`src/core/mscv_pkg.sv`:
```
// Package with constants and types for the converter host controller.
package mscv_pkg;

  localparam int unsigned CLK_PERIOD_PS = 8000;

  // Host-side timing figures in nanoseconds.
  localparam int unsigned T_RDONLY_TYP_NS   = 655;
  localparam int unsigned T_CS_GAP_NS       = 50;
  localparam int unsigned T_PIPE_RD_MIN_NS  = 200;
  localparam int unsigned T_PIPE_RD_MAX_NS  = 400;
  localparam int unsigned T_WR_DONE_MAX_NS  = 690;
  localparam int unsigned T_WR_EARLY_RD_NS  = 350;
  localparam int unsigned T_FAST_CONV_NS    = 560;
  localparam int unsigned T_READ_GAP_NS     = 100;
  localparam int unsigned T_REDUCED_DATA_NS = 705;
  localparam int unsigned T_WR_PULSE_NS     = 100;
  localparam int unsigned T_ACCESS_NS       = 100;

  // Least times round up, longest times round down except C_WR_DONE_MAX, none below one cycle.
  function automatic int unsigned cyc_up(input int unsigned ns);
    int unsigned c;
    c = (ns * 1000 + CLK_PERIOD_PS - 1) / CLK_PERIOD_PS;
    return (c < 1) ? 1 : c;
  endfunction

  function automatic int unsigned cyc_dn(input int unsigned ns);
    int unsigned c;
    c = (ns * 1000) / CLK_PERIOD_PS;
    return (c < 1) ? 1 : c;
  endfunction

  localparam int unsigned C_RDONLY_MAX   = cyc_dn(T_RDONLY_TYP_NS * 2);
  localparam int unsigned C_CS_GAP       = cyc_up(T_CS_GAP_NS);
  localparam int unsigned C_PIPE_RD      = cyc_up((T_PIPE_RD_MIN_NS + T_PIPE_RD_MAX_NS) / 2);
  localparam int unsigned C_PIPE_RD_MIN  = cyc_up(T_PIPE_RD_MIN_NS);
  localparam int unsigned C_PIPE_RD_MAX  = cyc_dn(T_PIPE_RD_MAX_NS);
  localparam int unsigned C_WR_DONE_MAX  = cyc_up(T_WR_DONE_MAX_NS);
  localparam int unsigned C_WR_EARLY_RD  = cyc_up(T_WR_EARLY_RD_NS);
  localparam int unsigned C_FAST_CONV    = cyc_up(T_FAST_CONV_NS);
  localparam int unsigned C_READ_GAP     = cyc_up(T_READ_GAP_NS);
  localparam int unsigned C_REDUCED_DATA = cyc_up(T_REDUCED_DATA_NS);
  localparam int unsigned C_WR_PULSE     = cyc_up(T_WR_PULSE_NS);
  localparam int unsigned C_ACCESS       = cyc_up(T_ACCESS_NS);

  localparam int unsigned CNT_W = 9;
  localparam int unsigned PIPE_DISCARD = 2;

  localparam logic [CNT_W-1:0] CNT_RST  = 9'h000;
  localparam logic [7:0]       DATA_RST = 8'h00;
  localparam logic [1:0]       PCNT_RST = 2'h0;

  typedef enum logic [1:0] {
    MSCV_RDONLY  = 2'b00,
    MSCV_PIPE    = 2'b01,
    MSCV_WR_WAIT = 2'b10,
    MSCV_WR_FAST = 2'b11
  } mscv_mode_t;

  typedef enum logic [3:0] {
    ST_IDLE   = 4'b0000,
    ST_WR_LO  = 4'b0001,
    ST_WR_HI  = 4'b0010,
    ST_RD_LO  = 4'b0011,
    ST_ACCESS = 4'b0100,
    ST_PUSH   = 4'b0101,
    ST_GAP    = 4'b0110,
    ST_FAIL   = 4'b0111
  } mscv_state_t;

  // Pins that the host drives toward the converter.
  typedef struct packed {
    logic cs_n;
    logic rd_n;
    logic wr_n;
    logic mode;
  } mscv_ctl_t;

  // Word handed to the user side.
  typedef struct packed {
    logic       timeout;
    logic [7:0] result;
  } mscv_word_t;

endpackage

```
`src/core/mscv_host.sv`:
```
// Host controller that drives the converter pins and buffers results.
`timescale 1ns/1ps
`default_nettype none
module mscv_host
  import mscv_pkg::*;
(
  // Clock and reset.
  input  wire logic       sys_clk,
  input  wire logic       sys_rst,
  // User command side.
  input  wire logic       start,
  input  wire mscv_mode_t op_mode,
  output logic            busy,
  // User result side.
  output logic            res_valid,
  input  wire logic       res_ready,
  output mscv_word_t      res_word,
  // Converter pins.
  output mscv_ctl_t       ctl_pins,
  input  wire logic       done_n_pin,
  input  wire logic       ready_pin,
  input  wire logic [7:0] result_bus
);

  // Three-stage input synchronisers.
  logic [2:0] done_sync_ff, nxt_done_sync;
  logic [2:0] rdy_sync_ff,  nxt_rdy_sync;
  logic       done_lvl_ff,  nxt_done_lvl;
  logic       rdy_lvl_ff,   nxt_rdy_lvl;

  always_comb begin
    nxt_done_sync = {done_sync_ff[1:0], done_n_pin};
    nxt_rdy_sync  = {rdy_sync_ff[1:0], ready_pin};
    nxt_done_lvl  = done_lvl_ff;
    nxt_rdy_lvl   = rdy_lvl_ff;
    if (done_sync_ff[2] == done_sync_ff[1]) begin
      nxt_done_lvl = done_sync_ff[2];
    end
    if (rdy_sync_ff[2] == rdy_sync_ff[1]) begin
      nxt_rdy_lvl = rdy_sync_ff[2];
    end
  end

  always_ff @(posedge sys_clk or posedge sys_rst) begin
    if (sys_rst) begin
      done_sync_ff <= 3'h7;
      rdy_sync_ff  <= 3'h7;
      done_lvl_ff  <= 1'b1;
      rdy_lvl_ff   <= 1'b1;
    end else begin
      done_sync_ff <= nxt_done_sync;
      rdy_sync_ff  <= nxt_rdy_sync;
      done_lvl_ff  <= nxt_done_lvl;
      rdy_lvl_ff   <= nxt_rdy_lvl;
    end
  end

  // Sequencer.
  mscv_state_t      st_ff,    nxt_st;
  mscv_mode_t       mode_ff,  nxt_mode;
  mscv_ctl_t        ctl_ff,   nxt_ctl;
  logic [CNT_W-1:0] cnt_ff,   nxt_cnt;
  logic [7:0]       data_ff,  nxt_data;
  logic             tout_ff,  nxt_tout;
  logic [1:0]       pcnt_ff,  nxt_pcnt;
  logic             push;
  logic             buf_in_ready;

  function automatic logic [CNT_W-1:0] cval(input int unsigned c);
    return c[CNT_W-1:0];
  endfunction

  always_comb begin
    nxt_st   = st_ff;
    nxt_mode = mode_ff;
    nxt_ctl  = ctl_ff;
    nxt_cnt  = cnt_ff + 9'h001;
    nxt_data = data_ff;
    nxt_tout = tout_ff;
    nxt_pcnt = pcnt_ff;
    push     = 1'b0;
    case (st_ff)
      ST_IDLE: begin
        nxt_cnt = CNT_RST;
        if (start) begin
          nxt_mode      = op_mode;
          nxt_tout      = 1'b0;
          nxt_ctl.mode  = op_mode[1];
          nxt_ctl.cs_n  = 1'b0;
          if (op_mode[1]) begin
            nxt_ctl.wr_n = 1'b0;
            nxt_st       = ST_WR_LO;
          end else begin
            nxt_ctl.rd_n = 1'b0;
            nxt_st       = ST_RD_LO;
          end
        end else begin
          nxt_ctl.mode = op_mode[1];
        end
      end
      ST_WR_LO: begin
        if (cnt_ff >= cval(C_WR_PULSE)) begin
          nxt_ctl.wr_n = 1'b1;
          nxt_cnt      = CNT_RST;
          nxt_st       = ST_WR_HI;
        end
      end
      // Conversion-done stays low from the last conversion, so it is trusted only after
      // the synchroniser has had time to see it rise again.
      ST_WR_HI: begin
        if (mode_ff == MSCV_WR_FAST && cnt_ff >= cval(C_WR_EARLY_RD)) begin
          nxt_ctl.rd_n = 1'b0;
          nxt_cnt      = CNT_RST;
          nxt_st       = ST_ACCESS;
        end else if (mode_ff == MSCV_WR_WAIT && !done_lvl_ff && cnt_ff > cval(C_ACCESS)) begin
          nxt_ctl.rd_n = 1'b0;
          nxt_cnt      = CNT_RST;
          nxt_st       = ST_ACCESS;
        end else if (cnt_ff >= cval(C_REDUCED_DATA)) begin
          nxt_ctl.rd_n = 1'b0;
          nxt_tout     = (mode_ff == MSCV_WR_WAIT);
          nxt_cnt      = CNT_RST;
          nxt_st       = ST_ACCESS;
        end
      end
      ST_RD_LO: begin
        if (mode_ff == MSCV_PIPE) begin
          if (cnt_ff >= cval(C_PIPE_RD)) begin
            nxt_data     = result_bus;
            nxt_ctl.rd_n = 1'b1;
            nxt_ctl.cs_n = 1'b1;
            nxt_cnt      = CNT_RST;
            if (pcnt_ff < PIPE_DISCARD[1:0]) begin
              nxt_pcnt = pcnt_ff + 2'h1;
              nxt_st   = ST_GAP;
            end else begin
              nxt_st = ST_PUSH;
            end
          end
        end else if ((!done_lvl_ff || rdy_lvl_ff) && cnt_ff > cval(C_ACCESS)) begin
          nxt_cnt = CNT_RST;
          nxt_st  = ST_ACCESS;
        end else if (cnt_ff >= cval(C_RDONLY_MAX)) begin
          nxt_tout = 1'b1;
          nxt_cnt  = CNT_RST;
          nxt_st   = ST_ACCESS;
        end
      end
      ST_ACCESS: begin
        if (cnt_ff >= cval(C_ACCESS)) begin
          nxt_data     = result_bus;
          nxt_ctl.rd_n = 1'b1;
          nxt_ctl.cs_n = 1'b1;
          nxt_st       = ST_PUSH;
        end
      end
      ST_PUSH: begin
        nxt_cnt = CNT_RST;
        if (buf_in_ready) begin
          push   = 1'b1;
          nxt_st = ST_GAP;
        end
      end
      ST_GAP: begin
        if (cnt_ff >= cval((C_CS_GAP > C_READ_GAP) ? C_CS_GAP : C_READ_GAP)) begin
          nxt_st = ST_IDLE;
        end
      end
      default: begin
        nxt_st = ST_IDLE;
      end
    endcase
    if (nxt_mode != MSCV_PIPE && st_ff == ST_IDLE && start) begin
      nxt_pcnt = PCNT_RST;
    end
  end

  always_ff @(posedge sys_clk or posedge sys_rst) begin
    if (sys_rst) begin
      st_ff   <= ST_IDLE;
      mode_ff <= MSCV_RDONLY;
      ctl_ff  <= '{cs_n: 1'b1, rd_n: 1'b1, wr_n: 1'b1, mode: 1'b0};
      cnt_ff  <= CNT_RST;
      data_ff <= DATA_RST;
      tout_ff <= 1'b0;
      pcnt_ff <= PCNT_RST;
    end else begin
      st_ff   <= nxt_st;
      mode_ff <= nxt_mode;
      ctl_ff  <= nxt_ctl;
      cnt_ff  <= nxt_cnt;
      data_ff <= nxt_data;
      tout_ff <= nxt_tout;
      pcnt_ff <= nxt_pcnt;
    end
  end

  assign ctl_pins = ctl_ff;
  // Holding the next conversion while the buffer is full keeps every word.
  assign busy     = (st_ff != ST_IDLE);

  // Two-entry result buffer.
  mscv_word_t buf_ff [2];
  mscv_word_t nxt_buf [2];
  logic [1:0] fill_ff, nxt_fill;

  assign buf_in_ready = (fill_ff != 2'h2);
  assign res_valid    = (fill_ff != 2'h0);
  assign res_word     = buf_ff[0];

  always_comb begin
    logic pop;
    pop      = res_valid && res_ready;
    nxt_buf  = buf_ff;
    nxt_fill = fill_ff;
    if (pop) begin
      nxt_buf[0] = buf_ff[1];
    end
    if (push) begin
      nxt_buf[(pop ? fill_ff - 2'h1 : fill_ff) == 2'h0 ? 0 : 1] = '{timeout: tout_ff,
                                                                     result: data_ff};
    end
    nxt_fill = fill_ff + {1'b0, push} - {1'b0, pop};
  end

  always_ff @(posedge sys_clk or posedge sys_rst) begin
    if (sys_rst) begin
      buf_ff[0] <= '0;
      buf_ff[1] <= '0;
      fill_ff   <= 2'h0;
    end else begin
      buf_ff   <= nxt_buf;
      fill_ff  <= nxt_fill;
    end
  end

endmodule
`default_nettype wire

```
`config.mk`:
```
export PLATFORM = sky130hd
export DESIGN_NAME = mscv_host
export DESIGN_NICKNAME = d
export VERILOG_FILES = /design/src/core/mscv_pkg.sv /design/src/core/mscv_host.sv
export SDC_FILE = /design/constraint.sdc
export NUM_CORES = 1
export LEC_CHECK = 0
export ABC_AREA = 1
export ABC_CLOCK_PERIOD_IN_PS = 5500
export BUFFER_PORTS_ARGS = -buffer_cell sky130_fd_sc_hd__buf_4
export CAP_MARGIN = 10
export CORE_AREA = 2 2 92 58
export DETAILED_ROUTE_END_ITERATION = 16
export DIE_AREA = 0 0 94 60
export PLACE_DENSITY = 0.88
export SLEW_MARGIN = 20
export SYNTH_ARGS = -nofsm -noshare
export SYNTH_HDL_FRONTEND = slang
export SYNTH_SLANG_ARGS = --single-unit
```
`constraint.sdc`:
```
create_clock -name sys_clk -period 5.5 [get_ports sys_clk]
set_input_delay 0 -clock sys_clk [delete_from_list [all_inputs] [get_ports sys_clk]]
set_output_delay 0 -clock sys_clk [all_outputs]
set_load 0.01 [all_outputs]
```
Yosys cells after proc, flatten, opt, wreduce, memory -nomap -nowiden
Cells that the tools add are included.
{"block": "op_classes", "muxes": 65, "div": 0, "n_shift": 0, "n_reduce_logical": 31, "mul": 0, "n_addsub": 5, "n_lt_le_gt_ge": 9, "bitwise_logic": 1, "eq_ne": 31}
{"operator": "2-to-1 mux 9 bit", "count": 10}
{"operator": "2-to-1 mux 4 bit", "count": 12}
{"operator": "one-hot mux 9 bit (4 select lines)", "count": 1}
{"operator": ">= comparator 32 x 2 -> 1 bit, second input constant", "count": 1}
{"operator": "less-than comparator 32 x 1 -> 1 bit, second input constant", "count": 1}
{"operator": "inequality test 2 bit, second input constant", "count": 16}
{"operator": "inverter 1 -> 32 bit", "count": 1}
{"operator": "one-hot mux 4 bit (7 select lines)", "count": 1}
{"operator": "2-to-1 mux 2 bit", "count": 13}
{"operator": "2-to-1 mux 8 bit", "count": 3}
{"operator": "bitwise mux 18 bit", "count": 1}
{"operator": ">= comparator 9 x 6 -> 1 bit, second input constant", "count": 2}
{"operator": "2-to-1 mux 18 bit", "count": 1}
{"operator": "2-to-1 mux 1 bit", "count": 16}
{"operator": "one-hot mux 8 bit (2 select lines)", "count": 1}
{"operator": "AND reduction 8 bit", "count": 2}
{"operator": "nonzero test 2 bit", "count": 7}
{"operator": "equality test 4 x 3 -> 1 bit, second input constant", "count": 3}
{"operator": "AND reduction 4 bit", "count": 3}
{"operator": "adder 9 x 1 -> 9 bit, second input constant", "count": 1}
{"operator": "demux 9 bit (select 1 bit)", "count": 1}
{"operator": ">= comparator 9 x 4 -> 1 bit, second input constant", "count": 1}
{"operator": ">= comparator 9 x 7 -> 1 bit, second input constant", "count": 1}
{"operator": ">= comparator 9 x 8 -> 1 bit, second input constant", "count": 1}
{"operator": "28 further kinds", "count": 42}
{"block": "word_totals", "ff_bits": 58, "memories": 0, "mem_bits_rw": 0, "latchBits": 0, "mem_bits_ro": 0, "out_inout_bits": 15, "input_bits": 16}

Depth between registers and ports, before layout
{"block": "logic_depth", "depth_word": 12, "mapped_depth": 13, "ltp_nobuf": 13}

Worst setup path after synthesis
Ideal clock, no wire load.
{"block": "synth_path", "kind": "register -> register", "start": "register fill_ff[1]", "end": "register with a tool-made name", "required_ns": 5.375, "setup_slack_ns": 3.300, "path_buffers": 1, "setup_time_ns": 0.125, "stages_incl_launch_ff": 13, "t_arrival_ns": 2.075, "path_cell_list": "dfrtp_1 > inv_1 > ha_1 > inv_1 > nand2_1 > inv_1 > clkbuf_1 > ha_1 > inv_1 > nor3_2 > inv_1 > nand2_2 > mux2_2"}
{"item": "from (decl)", "line_no": "mscv_host.sv:205", "rtl": "logic [1:0] fill_ff, nxt_fill;"}
{"item": "from (signal assigned)", "line_no": "mscv_host.sv:233", "rtl": "fill_ff <= nxt_fill;"}

==> qor.txt <==
status: complete, no violations
Die W: 94 um
Cell Area, Synth: 2930 um^2
core area: 4880 um^2
overall routing resource usage: 0.274
syn_area_per_cell: 8.40 um^2
number of synthesized flops with an enable pin: 0
final wirelength: 6930 um
Least-Margin Pin Slew: 0.702 ns
DP HPWL: 4770 um
HP Class: input port to register
gpl congestion: 0.922
Synth Register Bits: 57
Synth top cells by count: nand2_1, dfrtp_1, nor2_1, inv_1, nand3_1
Worst Path Arrival: 2.88 ns
IO Pins: 31
Max Cap Viol: 0
Slowest-stage cell, CP: dfrtp_1
Pins Over Slew Limit: 0
CP Launch Type: register
Buffers on Ports: 30
PD cells: 547 nW/um^2
fmax: 0.376 GHz
clock sink total: 57
Overall Power: 1.91 mW
ANT cells: 0
DIE HEIGHT: 60 um
CP required: 5.72 ns
Synth area leaders: dfrtp_1, nand2_1, dfstp_2
vias: 2539
CTS Buf Count: 9
CTS tree: yes
RSZ-0062 raised after global routing: no
final period utilization: 0.483
final hold vios: 0
Die ar.: 5640 um^2
Primary FF master, synth: dfrtp_1
layout cell share with drive strength beyond 1: 0.216
via/cell ratio: 5.53
Remaining Overflow, GRT: 0
Synth async-reset ratio: 1.00
initial core utilization: 0.601
post-synthesis sequential area ratio: 0.491
cell taking the most area after synthesis: dfrtp_1
Site Rows: 20
Leak: 1.80 nW
share of the synthesized area in the top cell type: 0.392
CP dominant cell by count: inv_1
critical path fanouts, max: 11
Setup violations, final: 0
first-pass GRT wire length: 11400 um
WP buf/inv: 5
DRT iter0 DRCs: 382
syn_nets: 372
Crit path max-delay family: simple AND/OR/NAND/NOR gates
most common cell in the netlist: nand2_1
Area Overhead vs Synth: 19.2%
crit-path cells: inv_1 -> ha_1 -> inv_1 -> nand2_1 -> inv_1 -> ha_1 -> inv_1 -> nor3_2 -> inv_1 -> nand2_2 -> mux2_2
Clock Skew: 0.00769 ns
nets: 411
clock latency at the later pin of the worst-skew pair: 0.33 ns
CTS Root Buffer Type: clkbuf_8
H-tree depth: 3
pin count of the biggest net entering global routing: 58
drt wl/cell: 15.1 um
TritonRoute pass-1 iters: 7
post-synth cell types: 33
worst vdd ir: 361 uV
YS warnings: 0
vias in the first global route: 2338
CP max stage delay: 0.41 ns
Tmin final: 2.66 ns
initial antenna violation count: 0
DRC viols: 0
post-route ant nets: 0
Clock transition at path regs: 0.07 ns
Fin Setup TNS: 0 ns
Cells after Synth: 349
clk buf depth: 2
critical path type: register to register
Slew HR: 0.532
CP Capture Type: register
area by class of cell:
| type | instances | area (um^2) |
|---|---|---|
| clock inverter | 5 | 77.6 |
| sequential | 57 | 1440 |
| clock buffer | 11 | 151 |
| inverter | 34 | 130 |
| tap | 66 | 82.6 |
| fill | 343 | 1380 |
| multi-input combinational | 242 | 1250 |
| timing repair buffer | 44 | 363 |
logic make-up after synthesis:
group                      synth area share
xor gates and xnor gates             0.0209
DFF                                   0.491
AOI/OAI and AO/OA                    0.0533
muxes                                0.0269
buffers and inverters                0.0819
adders and majority gates            0.0367
and+or+nand+nor                       0.289
worst register-to-register path, delay by kind of cell, from the launching register on:
kind | cells | cell delay, ns
AND/OR/NAND/NOR | 3 | 0.71
buffers and inverters | 5 | 0.57
adder cells (fa/ha/maj) | 2 | 0.48
multiplexers | 1 | 0.38
flip-flops | 1 | 0.41
routing by layer:
layer | global-route usage | wire (um) | up-vias
met1 | 0.415 | 3290 | 1224
met3 | 0.0832 | 609 | 9
li1 | - | - | 1180
met4 | 0.0600 | 57 | 0
met5 | 0 | 0 | -
met2 | 0.391 | 2970 | 126
repair_timing:
action	in CTS	in global routing
hold buffers	13	0
buffers inserted	0	0
gates resized for setup	0	0
hold endpoints to repair	59	0
report_power, final:
group	internal, mW	total (mW)	leakage, nW	switching [mW]
combinational	0.295	0.764	0.975	0.469
sequential	0.570	0.705	0.706	0.135
clock	0.278	0.445	0.115	0.167
final timing paths:
check	start	endpoint	slack [ns]	depth (start not counted)
worst max-delay path	fill_ff[1]	register	2.84	11
worst min-delay path	start	ctl_pins[3]	0.08	4
worst max register to register	fill_ff[1]	register	2.84	11
worst min register to register	done_sync_ff[0]	done_sync_ff[1]	0.36	0
max in group asynchronous	sys_rst	cnt_ff[7]	4.60	4
min in group asynchronous	sys_rst	async pin	0.42	4
cell usage in the layout, fill, tap and decap left out, drive strengths merged:
| cell type | netlist | layout |
|---|---|---|
| nor3 | 3 | 3 |
| inv | 33 | 33 |
| nand3 | 25 | 25 |
| clkinvlp | 0 | 1 |
| xor2 | 4 | 4 |
| clkbuf | 1 | 11 |
| o21a | 1 | 1 |
| nand4 | 5 | 5 |
| nor3b | 1 | 1 |
| nor2 | 51 | 51 |
| mux2 | 7 | 7 |
| ha | 7 | 7 |
| nand2 | 106 | 106 |
| dfrtp | 46 | 46 |
| dfstp | 11 | 11 |
| buf | 15 | 31 |
| maj3 | 2 | 2 |
| bufinv | 0 | 2 |
| xnor2 | 3 | 3 |
| a31oi | 9 | 9 |
| o22a | 1 | 1 |
| clkinv | 1 | 3 |
| dlygate4sd3 | 0 | 13 |
| o21ai | 6 | 6 |
| a21oi | 10 | 10 |
| nand3b | 1 | 1 |
stage by stage:
step,area [um^2],cells,hold WS (ns),utilization,worst slack [ns]
CTS,3500,459,0.0708,0.717,2.85
global route,3500,459,0.110,0.717,2.58
global placement,3140,430,0.109,0.643,3.02
floorplan,2930,349,0.00448,-,3.30
finish,3500,459,0.0835,0.717,2.84
detailed placement,3140,430,0.113,0.643,2.90
(Power assumes the default switching activity.)
